==> src/rtl/lamp_ctrl_pkg.sv <==
// Constants, modes and carrier types of the serial port and mode control
package lamp_ctrl_pkg;
   // =====================================================================
   // Frame layout
   localparam int unsigned FRAME_BITS  = 16;
   localparam int unsigned CNT_W       = 5;
   localparam logic [4:0]  FRAME_LEN   = 5'h10;
   localparam int unsigned WD_BIT      = 15;
   localparam int unsigned ADDR_MSB    = 14;
   localparam int unsigned ADDR_LSB    = 10;
   localparam int unsigned ADDR_W      = 5;
   localparam int unsigned DATA_W      = 10;
   localparam int unsigned NCH         = 4;
   // =====================================================================
   // Reset values
   localparam logic [15:0] WORD_RST    = 16'h0000;
   localparam logic [9:0]  CFG_RST     = 10'h000;
   // =====================================================================
   // Timing
   localparam int unsigned CLK_MHZ      = 250;
   localparam int unsigned WD_TIMEOUT_US = 50000;
   localparam int unsigned WD_CYCLES    = WD_TIMEOUT_US * CLK_MHZ;
   localparam int unsigned QUAL_NS      = 20;
   localparam int unsigned QUAL_CYCLES  = (QUAL_NS * CLK_MHZ + 999) / 1000;
   localparam logic [2:0]  QUAL_MAX     = 3'(QUAL_CYCLES);

   // =====================================================================
   // Operating modes
   typedef enum logic [1:0] {
      MODE_SLEEP,
      MODE_NORMAL,
      MODE_FAILSAFE,
      MODE_FAULT
   } op_mode_e;

   // Per-channel fault flags
   typedef struct packed {
      logic [NCH-1:0] overcurrent_flag;
      logic [NCH-1:0] overtemp_flag;
      logic [NCH-1:0] severe_short_flag;
   } chan_fault_s;

   // Device-wide supply flags
   typedef struct packed {
      logic undervoltage_flag;
      logic overvoltage_flag;
      logic overvoltage_disable;
      logic logic_supply_fail;
      logic supply_fail_det_en;
   } supply_s;
endpackage

==> src/rtl/spi_port_and_mode_control.sv <==
// Serial slave port, wake/fail/fault terms and mode selection
// Notes on behaviour
// - Fault flag output pulled low whenever any fault term is true
// - Reset low clears configuration and the latched write address and data; sleeps if nothing wakes
// - Reset rising edge restarts the watchdog timer
// - Chip select rising edge writes received word to addressed register
// - Chip select falling edge loads output status into shift register
// - Chip select high ignores clock and data, serial output released
// - Sample input on falling clock edge, change output on rising edge
// - Sixteen bits per frame, MSB first, both directions together
// - Five-bit address field inside each word selects the target register
// - Logic supply loss with detection enabled forces fail-safe mode
// - Select open: watchdog on, timeout makes outputs follow direct inputs
// - Select grounded: watchdog off, only supply failure with enable applies
// - Wake-up term is OR of reset, wake and qualified direct inputs
// - Fail: enabled supply failure, or watchdog timeout with select open
// - Fault term ORs channel flags, undervoltage and enabled overvoltage
// - Wake-up zero gives sleep with all outputs off
// - Wake-up, no fail, no fault gives normal mode
// - Wake-up with fail and no fault gives fail-safe mode
// - Wake-up with fault gives fault mode, faulted outputs off
// - Fail-safe drives outputs from inputs, config reverts to default
// - With both supplies present, wake-up and no fail or fault, the device enters normal mode
// - Fail-safe left on a word with watchdog bit one and supply good
// - In sleep all serial configuration reads as zero
`timescale 1ns/1ps
module spi_port_and_mode_control
   import lamp_ctrl_pkg::*;
#(
   parameter int unsigned WD_LIMIT = WD_CYCLES
) (
   // Clock and reset
   input  wire logic              clk_i,
   input  wire logic              nrst_i,
   // Serial pins from host
   input  wire logic              cs_n_i,
   input  wire logic              sclk_i,
   input  wire logic              sdi_i,
   output logic                   sdo_o,
   output logic                   sdo_oe_n_o,
   // Device pins
   input  wire logic              reset_pin_i,
   input  wire logic              wake_i,
   input  wire logic [NCH-1:0]    direct_in_i,
   input  wire logic              failsafe_select_in_i,
   input  wire logic              battery_supply_i,
   input  wire chan_fault_s       chan_fault_i,
   input  wire supply_s           supply_i,
   input  wire logic [NCH-1:0]    out_status_i,
   // Results
   output logic [NCH-1:0]         high_side_output_o,
   output logic                   fault_flag_n_o,
   output logic                   fault_flag_oe_n_o,
   output op_mode_e               mode_o,
   output logic                   wr_strobe_o,
   output logic [ADDR_W-1:0]      wr_addr_o,
   output logic [DATA_W-1:0]      wr_data_o,
   output logic [NCH-1:0]         cfg_on_o
);

   // ======================================================================
   // Input synchronisers: two flops each for the serial, reset, wake, direct and select pins
   localparam int unsigned NSYNC = 9;
   logic [NSYNC-1:0] s1_q;
   logic [NSYNC-1:0] s2_q;
   // Synchroniser flops take no reset value from the pins
   always_ff @(posedge clk_i) begin
      s1_q <= {direct_in_i, wake_i, reset_pin_i, sdi_i, sclk_i, cs_n_i};
      s2_q <= s1_q;
   end
   logic fsi_s1_q;
   logic fsi_s2_q;
   always_ff @(posedge clk_i) begin
      fsi_s1_q <= failsafe_select_in_i;
      fsi_s2_q <= fsi_s1_q;
   end

   wire       cs_n_s  = s2_q[0];
   wire       sclk_s  = s2_q[1];
   wire       sdi_s   = s2_q[2];
   wire       rst_s   = s2_q[3];
   wire       wake_s  = s2_q[4];
   wire [3:0] din_s   = s2_q[8:5];
   wire       fsi_open = fsi_s2_q;

   // ======================================================================
   // Edge detection on synchronised levels
   logic cs_n_d1_q;
   logic sclk_d1_q;
   logic rst_d1_q;
   always_ff @(posedge clk_i) begin
      if (!nrst_i) begin
         cs_n_d1_q <= 1'b1;
         sclk_d1_q <= 1'b0;
         rst_d1_q  <= 1'b0;
      end else begin
         cs_n_d1_q <= cs_n_s;
         sclk_d1_q <= sclk_s;
         rst_d1_q  <= rst_s;
      end
   end
   wire cs_fall   = cs_n_d1_q & ~cs_n_s;
   wire cs_rise   = ~cs_n_d1_q & cs_n_s;
   wire sclk_fall = sclk_d1_q & ~sclk_s & ~cs_n_s;
   wire sclk_rise = ~sclk_d1_q & sclk_s & ~cs_n_s;
   wire rst_rise  = ~rst_d1_q & rst_s;

   // ======================================================================
   // Shift register and bit counter
   logic [15:0]      rx_q;
   logic [15:0]      tx_q;
   logic [CNT_W-1:0] cnt_q;
   logic             sdo_q;
   logic             oe_n_q;
   wire  [15:0]      status_word = {12'h000, out_status_i};
   // Status captured at select fall; a frame is exactly sixteen samples
   always_ff @(posedge clk_i) begin
      if (!nrst_i) begin
         rx_q   <= WORD_RST;
         tx_q   <= WORD_RST;
         cnt_q  <= '0;
         sdo_q  <= 1'b0;
         oe_n_q <= 1'b1;
      end else if (cs_fall) begin
         tx_q   <= status_word;
         sdo_q  <= status_word[FRAME_BITS-1];
         cnt_q  <= '0;
         oe_n_q <= 1'b0;
      end else if (cs_n_s) begin
         oe_n_q <= 1'b1;
      end else begin
         if (sclk_fall) begin
            rx_q  <= {rx_q[14:0], sdi_s};
            // Saturate well above sixteen so an overlong frame stays rejected
            cnt_q <= (&cnt_q) ? cnt_q : cnt_q + 5'h01;
            tx_q  <= {tx_q[14:0], 1'b0};
         end
         if (sclk_rise && cnt_q != 5'h00) begin
            sdo_q <= tx_q[FRAME_BITS-1];
         end
      end
   end
   assign sdo_o      = sdo_q;
   assign sdo_oe_n_o = oe_n_q;

   // ======================================================================
   // Frame commit at chip select rise
   wire frame_ok = cs_rise & (cnt_q == FRAME_LEN);
   logic             wr_q;
   logic [ADDR_W-1:0] addr_q;
   logic [DATA_W-1:0] data_q;
   logic             wd_last_q;
   logic             wd_kick;
   assign wd_kick = frame_ok & (rx_q[WD_BIT] != wd_last_q);
   always_ff @(posedge clk_i) begin
      if (!nrst_i || !rst_s) begin
         wr_q      <= 1'b0;
         addr_q    <= '0;
         data_q    <= CFG_RST;
         wd_last_q <= 1'b0;
      end else begin
         wr_q <= frame_ok;
         if (frame_ok) begin
            addr_q    <= rx_q[ADDR_MSB:ADDR_LSB];
            data_q    <= rx_q[DATA_W-1:0];
            wd_last_q <= rx_q[WD_BIT];
         end
      end
   end

   // ======================================================================
   // Direct-input qualification, one filter per channel
   logic [NCH-1:0] in_on_q;
   for (genvar g = 0; g < NCH; g++) begin : g_qual
      logic [2:0] qc_q;
      always_ff @(posedge clk_i) begin
         if (!nrst_i) begin
            qc_q       <= '0;
            in_on_q[g] <= 1'b0;
         end else if (din_s[g] == in_on_q[g]) begin
            qc_q <= '0;
         end else if (qc_q == QUAL_MAX) begin
            qc_q       <= '0;
            in_on_q[g] <= din_s[g];
         end else begin
            qc_q <= qc_q + 3'h1;
         end
      end
   end

   // ======================================================================
   // Watchdog
   logic [31:0] wd_cnt_q;
   logic        wd_to_q;
   wire         wd_en = fsi_open;
   wire         wd_exit = frame_ok & rx_q[WD_BIT];
   always_ff @(posedge clk_i) begin
      if (!nrst_i || !wd_en || rst_rise || wd_kick) begin
         wd_cnt_q <= '0;
         wd_to_q  <= 1'b0;
      end else if (wd_to_q) begin
         // Restart the count on exit, else the old count re-expires at once
         if (wd_exit) begin
            wd_cnt_q <= '0;
            wd_to_q  <= 1'b0;
         end
      end else if (wd_cnt_q >= WD_LIMIT - 1) begin
         wd_to_q <= 1'b1;
      end else begin
         wd_cnt_q <= wd_cnt_q + 32'h1;
      end
   end

   // ======================================================================
   // Mode terms
   wire wake_up = rst_s | wake_s | (|in_on_q);
   wire supply_fail = supply_i.logic_supply_fail &
                      supply_i.supply_fail_det_en;
   // Supply-caused fail-safe is held until the host sends the exit word
   // with the supply good; a new failure in that cycle wins over the exit
   logic sf_q;
   always_ff @(posedge clk_i) begin
      if (!nrst_i) begin
         sf_q <= 1'b0;
      end else if (supply_fail) begin
         sf_q <= 1'b1;
      end else if (wd_exit) begin
         sf_q <= 1'b0;
      end
   end
   wire fail_t  = supply_fail | sf_q | (wd_to_q & fsi_open);
   wire fault_t = (|chan_fault_i.overcurrent_flag) |
                  (|chan_fault_i.overtemp_flag) |
                  (|chan_fault_i.severe_short_flag) |
                  supply_i.undervoltage_flag |
                  (supply_i.overvoltage_flag &
                   supply_i.overvoltage_disable);
   wire [NCH-1:0] ch_fault = chan_fault_i.overcurrent_flag |
                             chan_fault_i.overtemp_flag |
                             chan_fault_i.severe_short_flag;

   op_mode_e mode_d;
   assign mode_d = (!wake_up || !battery_supply_i) ? MODE_SLEEP :
                   fault_t ? MODE_FAULT :
                   fail_t  ? MODE_FAILSAFE :
                             MODE_NORMAL;

   // ======================================================================
   // Configuration: per-channel on bits from address zero
   logic [NCH-1:0] cfg_on_q;
   wire cfg_clear = (mode_d == MODE_SLEEP) | (mode_d == MODE_FAILSAFE);
   always_ff @(posedge clk_i) begin
      if (!nrst_i || !rst_s || cfg_clear) begin
         cfg_on_q <= '0;
      end else if (wr_q && addr_q == '0) begin
         cfg_on_q <= data_q[NCH-1:0];
      end
   end

   // Output selection per mode
   logic [NCH-1:0] hs_d;
   assign hs_d = (mode_d == MODE_NORMAL)   ? cfg_on_q :
                 (mode_d == MODE_FAILSAFE) ? din_s :
                 (mode_d == MODE_FAULT)    ? (cfg_on_q & ~ch_fault) :
                 '0;

   op_mode_e       mode_q;
   logic [NCH-1:0] hs_q;
   logic           ff_n_q;
   always_ff @(posedge clk_i) begin
      if (!nrst_i) begin
         mode_q <= MODE_SLEEP;
         hs_q   <= '0;
         ff_n_q <= 1'b1;
      end else begin
         mode_q <= mode_d;
         hs_q   <= hs_d;
         ff_n_q <= ~fault_t;
      end
   end
   assign mode_o             = mode_q;
   assign high_side_output_o = hs_q;
   // Data and enable from one flop: released high, pulled low on a fault
   assign fault_flag_n_o     = ff_n_q;
   assign fault_flag_oe_n_o  = ff_n_q;
   assign wr_strobe_o        = wr_q;
   assign wr_addr_o          = addr_q;
   assign wr_data_o          = data_q;
   assign cfg_on_o           = cfg_on_q;

   // ======================================================================
   // Checks
   chk_fault_flag_low: assert property (
      @(posedge clk_i) disable iff (!nrst_i)
      fault_t |=> !fault_flag_oe_n_o)
      else $error("fault flag not pulled");
   chk_sleep_off: assert property (
      @(posedge clk_i) disable iff (!nrst_i)
      !wake_up |=> high_side_output_o == '0)
      else $error("outputs on in sleep");
   chk_sdo_release: assert property (
      @(posedge clk_i) disable iff (!nrst_i)
      (cs_n_s && !cs_fall) |=> sdo_oe_n_o)
      else $error("sdo driven");
   chk_short_frame: assert property (
      @(posedge clk_i) disable iff (!nrst_i)
      (cs_rise && cnt_q != FRAME_LEN) |=> !wr_strobe_o)
      else $error("bad frame written");
   chk_frame_write: assert property (
      @(posedge clk_i) disable iff (!nrst_i)
      (frame_ok && rst_s) |=> wr_strobe_o && wr_addr_o == $past(rx_q[14:10]))
      else $error("frame not written");
   chk_fault_mode: assert property (
      @(posedge clk_i) disable iff (!nrst_i)
      (wake_up && battery_supply_i && fault_t) |=> mode_o == MODE_FAULT)
      else $error("fault mode missed");
   chk_failsafe_mode: assert property (
      @(posedge clk_i) disable iff (!nrst_i)
      (wake_up && battery_supply_i && fail_t && !fault_t) |=>
      mode_o == MODE_FAILSAFE && high_side_output_o == $past(din_s))
      else $error("failsafe wrong");
   chk_wd_off: assert property (
      @(posedge clk_i) disable iff (!nrst_i)
      !fsi_open |=> !wd_to_q)
      else $error("watchdog ran grounded");
   cov_frame: cover property (@(posedge clk_i) frame_ok);
   cov_failsafe: cover property (@(posedge clk_i) mode_o == MODE_FAILSAFE);
   cov_fault: cover property (@(posedge clk_i) mode_o == MODE_FAULT);

endmodule

==> config.mk <==
export PLATFORM = sky130hd
export DESIGN_NAME = spi_port_and_mode_control
export DESIGN_NICKNAME = d
export VERILOG_FILES = /design/src/rtl/lamp_ctrl_pkg.sv /design/src/rtl/spi_port_and_mode_control.sv
export SDC_FILE = /design/constraint.sdc
export NUM_CORES = 1
export LEC_CHECK = 0
export ABC_AREA = 1
export BUFFER_PORTS_ARGS = -buffer_cell sky130_fd_sc_hd__buf_2
export CAP_MARGIN = 30
export CORE_MARGIN = 4
export CORE_UTILIZATION = 35
export CTS_CLUSTER_SIZE = 20
export DETAILED_ROUTE_END_ITERATION = 10
export PLACE_DENSITY = 0.51
export SLEW_MARGIN = 40
export SYNTH_ARGS = -nofsm -noshare
export SYNTH_HDL_FRONTEND = slang
export SYNTH_SLANG_ARGS = --single-unit
==> constraint.sdc <==
create_clock -name clk_i -period 2.03 [get_ports clk_i]
set_clock_uncertainty 0.15 [all_clocks]
set_input_delay 0.3045 -clock clk_i [delete_from_list [all_inputs] [get_ports clk_i]]
set_output_delay 0.3045 -clock clk_i [all_outputs]
set_load 0.005 [all_outputs]
==> run summary <==
# setup viols final: 0
CTS tree: built
Leakage power: 2.99 nW
Share of post-route cells with drive strength above 1: 17.7%
Hold Vio Cnt, Final: 0
PnR worst setup slack: 0.162 ns
Synth warnings: 0
Fillcell total: 1,602
Cell area after synthesis: 5660 µm²
Count leader, synth: dfxtp_1
R2R setup slack: 0.16 ns
IR drop worst, VDD: 569 µV
CTS Sinks: 140
DR WL/cell: 12.8 µm
Post-Place Cell Area: 6290 µm²
Die Y: 135 µm
Ys async rst share: 0%
Routability cong.: 0.914
Worst Hold End: tx_q[3]
Detailed-placement wirelength estimate: 9.82 mm
Syn_nets: 769
# DRC: 0
Initial Utilization: 35.6%
Worst Reg-to-Reg Cells: 13
Gr ovfl total: 0
Total GRT Usage: 15.2%
Hold Crit Depth: 3
Synth top area share: 49.6%
Max-slew violations: 0
Largest net degree at the start of global routing: 21
Register Area: 2800 µm²
Crit path kind: flop to flop
Post-Synth Simple-Gate Area: 29.2%
DR pass1 iterations: 4
# port buffers: 63
Routed WL: 13.4 mm
Pwr/cell area: 892 nW/µm²
Clk buf depth: 2
Worst-path fanout max: 8
Crit Reg-Reg Endpoint: wd_cnt_q[15]
CP Data Arrival Time: 2.07 ns
Via-to-Cell Ratio: 4.60
Mean Syn Cell Area: 7.82 µm²
Die X: 135 µm
Hold path start: out_status_i[3]
Final setup TNS: 0 ns
Later-pin clock latency in the skew report: 0.41 ns
EDFF count, synth: 0
Measured slew at the worst slew-check pin: 0.478 ns
Initial antenna violation count: 0
Vias in the first global route: 4,670
Worst Setup Start Kind: flop
Clock root cell: clkbuf_16
Clock transition at path regs: 0.06 ns
Std cell rows: 46
Flop pwr share: 45.0%
First-pass GRT wire length: 22.2 mm
Clock power frac: 51.7%
Max_cap viols: 0
Layout area overhead: 24.8%
Post-synthesis cell type count: 37
IO Pins: 64
CTS buffer count: 17
Worst Hold Class: primary input to flop
Die area: 18,300 µm²
Reg2Reg Launch Point: wd_cnt_q[0]
Status: finished, final reports clean
Post-route antenna net violation count: 0
Area contributors post-synth: dfxtp_1 (50%), nor2_1 (9.2%), nand2_1 (9.1%), o21ai_0 (4.5%), a21oi_1 (4.0%)
Tmin final: 1.87 ns
XOR/XNOR Fraction of Synth Area: 3.10%
Design area: 7060 µm²
Mux share of post-synthesis cell area: 0%
Register area share after synthesis: 49.6%
Final nets: 862
Routed via count: 4,805
Synthesized instance count: 723
Leading cell types by count after synthesis: dfxtp_1 (140), nor2_1 (138), nand2_1 (137)
Htree depth: 4
Worst path required time: 2.23 ns
Area leader, netlist: dfxtp_1
Synth Area in Adders: 2.65%
Comb pwr share: 3.3%
Number of synthesized register bits: 140
ANT cells: 0
Int Pwr: 4.96 mW
Synth Area in Compound Gates: 9.80%
Net Sw Frac: 21.2%
Largest family of logic cells by synthesized area: simple AND/OR/NAND/NOR gates
CP endpoint kind: flop
Final worst path period share: 92.0%
Synth Flop Type: dfxtp_1
Place WS: -0.00894 ns
F_max: 0.535 GHz
Slew headroom: 68.1%
Core ar.: 15,900 µm²
Initial detailed-routing violation count: 278
Multi-input logic area: 2540 µm²
Psw: 1.33 mW
[power groups by stage]
stage / sequential [mW] / combinational (mW) / clock [mW]
after global placement: 2.89 / 0.186 / 0
final: 2.83 / 0.206 / 3.26
after CTS: 2.83 / 0.208 / 3.33
after detailed placement: 2.89 / 0.191 / 0
after floorplan: 2.88 / 0.105 / 0
after global routing: 2.84 / 0.231 / 3.44
[critical path: stages, from the launching register on]
cell and delay, ns:
dfxtp_2 0.36, ha_1 0.22, nand2_2 0.11, nor2_4 0.14
inv_2 0.04, nand2_1 0.05, nand2_1 0.06, nand2_2 0.08
nand2_4 0.09, nand2_8 0.14, nand3_2 0.12, inv_4 0.12
nand2_1 0.06, nand2_1 0.06
[metrics by stage]
stage	utilization (%)	instances	hold slack [ns]	total power, mW
finish	44.4	1045	0.0200	6.29
global route	44.4	1045	0.0111	6.51
CTS	44.2	1044	0.00146	6.37
detailed placement	39.6	1001	0.162	3.08
global placement	39.6	1001	0.160	3.08
floorplan	-	723	0.160	2.99
[cells by family after synthesis]
family	count (synthesis)
compound gates	106
xor+xnor	20
fa+ha+maj	12
buf+inv	76
flops	140
simple gates	369
[layer usage]
| metal | vias to the layer above | global-route usage, % | wire length [µm] |
|---|---|---|---|
| met5 | - | 0 | 0 |
| met4 | 0 | 5.04 | 149 |
| met3 | 13 | 3.95 | 385 |
| met2 | 72 | 25.5 | 6670 |
| met1 | 2193 | 18.9 | 6180 |
| li1 | 2527 | - | - |
[cells in the final DEF, fill, tap and decap left out, types with 4 or more instances in the layout]
cell | synthesis | layout
dfxtp_1 | 140 | 139
nor2_1 | 138 | 137
nand2_1 | 137 | 136
buf_2 | 3 | 63
inv_1 | 53 | 53
o21ai_0 | 51 | 51
a21oi_1 | 45 | 45
nand3_1 | 41 | 41
buf_4 | 2 | 19
clkbuf_16 | 0 | 17
xor2_1 | 14 | 14
ha_1 | 12 | 12
nand4_1 | 11 | 11
dlygate4sd3_1 | 0 | 11
nor3_1 | 7 | 7
xnor2_1 | 6 | 6
or2_2 | 5 | 5
nor3_2 | 4 | 4
nand2_2 | 3 | 4
nor2_2 | 4 | 4
bufinv_16 | 0 | 4
inv_6 | 0 | 4
[flip-flops by register name, summed over array words and instances, names as in the netlist, 2 cells and up]
signal	flops
wd_cnt_q	32
rx_q	16
tx_q	16
g_qual.qc_q	12
wr_data_o	10
s1_q	9
s2_q	9
cnt_q	5
wr_addr_o	5
cfg_on_o	4
high_side_output_o	4
in_on_q	4
mode_o	2
[timing repair]
item | 4_1_cts | 5_1_grt
hold buffers | 11 | 0
pin swaps | 0 | 2
buffers inserted | 0 | 1
resized for setup | 1 | 5
setup endpoints to repair | 2 | 30
endpoints found under the hold margin | 11 | 0
[worst max path at each step]
stage                     start           end  slack, ns
floorplan           wd_cnt_q[0]  wd_cnt_q[11]       0.24
global placement    wd_cnt_q[0]  wd_cnt_q[13]       0.06
detailed placement  wd_cnt_q[0]  wd_cnt_q[13]     -0.009
CTS                    cnt_q[1]  wd_cnt_q[15]      0.002
global route        wd_cnt_q[0]   wd_cnt_q[2]     -0.007
finish              wd_cnt_q[0]  wd_cnt_q[15]       0.16
[cell type report]
cell class	instances	area share (%)
Multi-Input combinational cell	507	36.1
Inverter	55	2.96
Clock inverter	13	2.66
Timing Repair Buffer	95	8.62
Sequential cell	140	39.7
Clock buffer	19	6.14
Tap cell	216	3.83
Power figures use the tool's default switching activity.
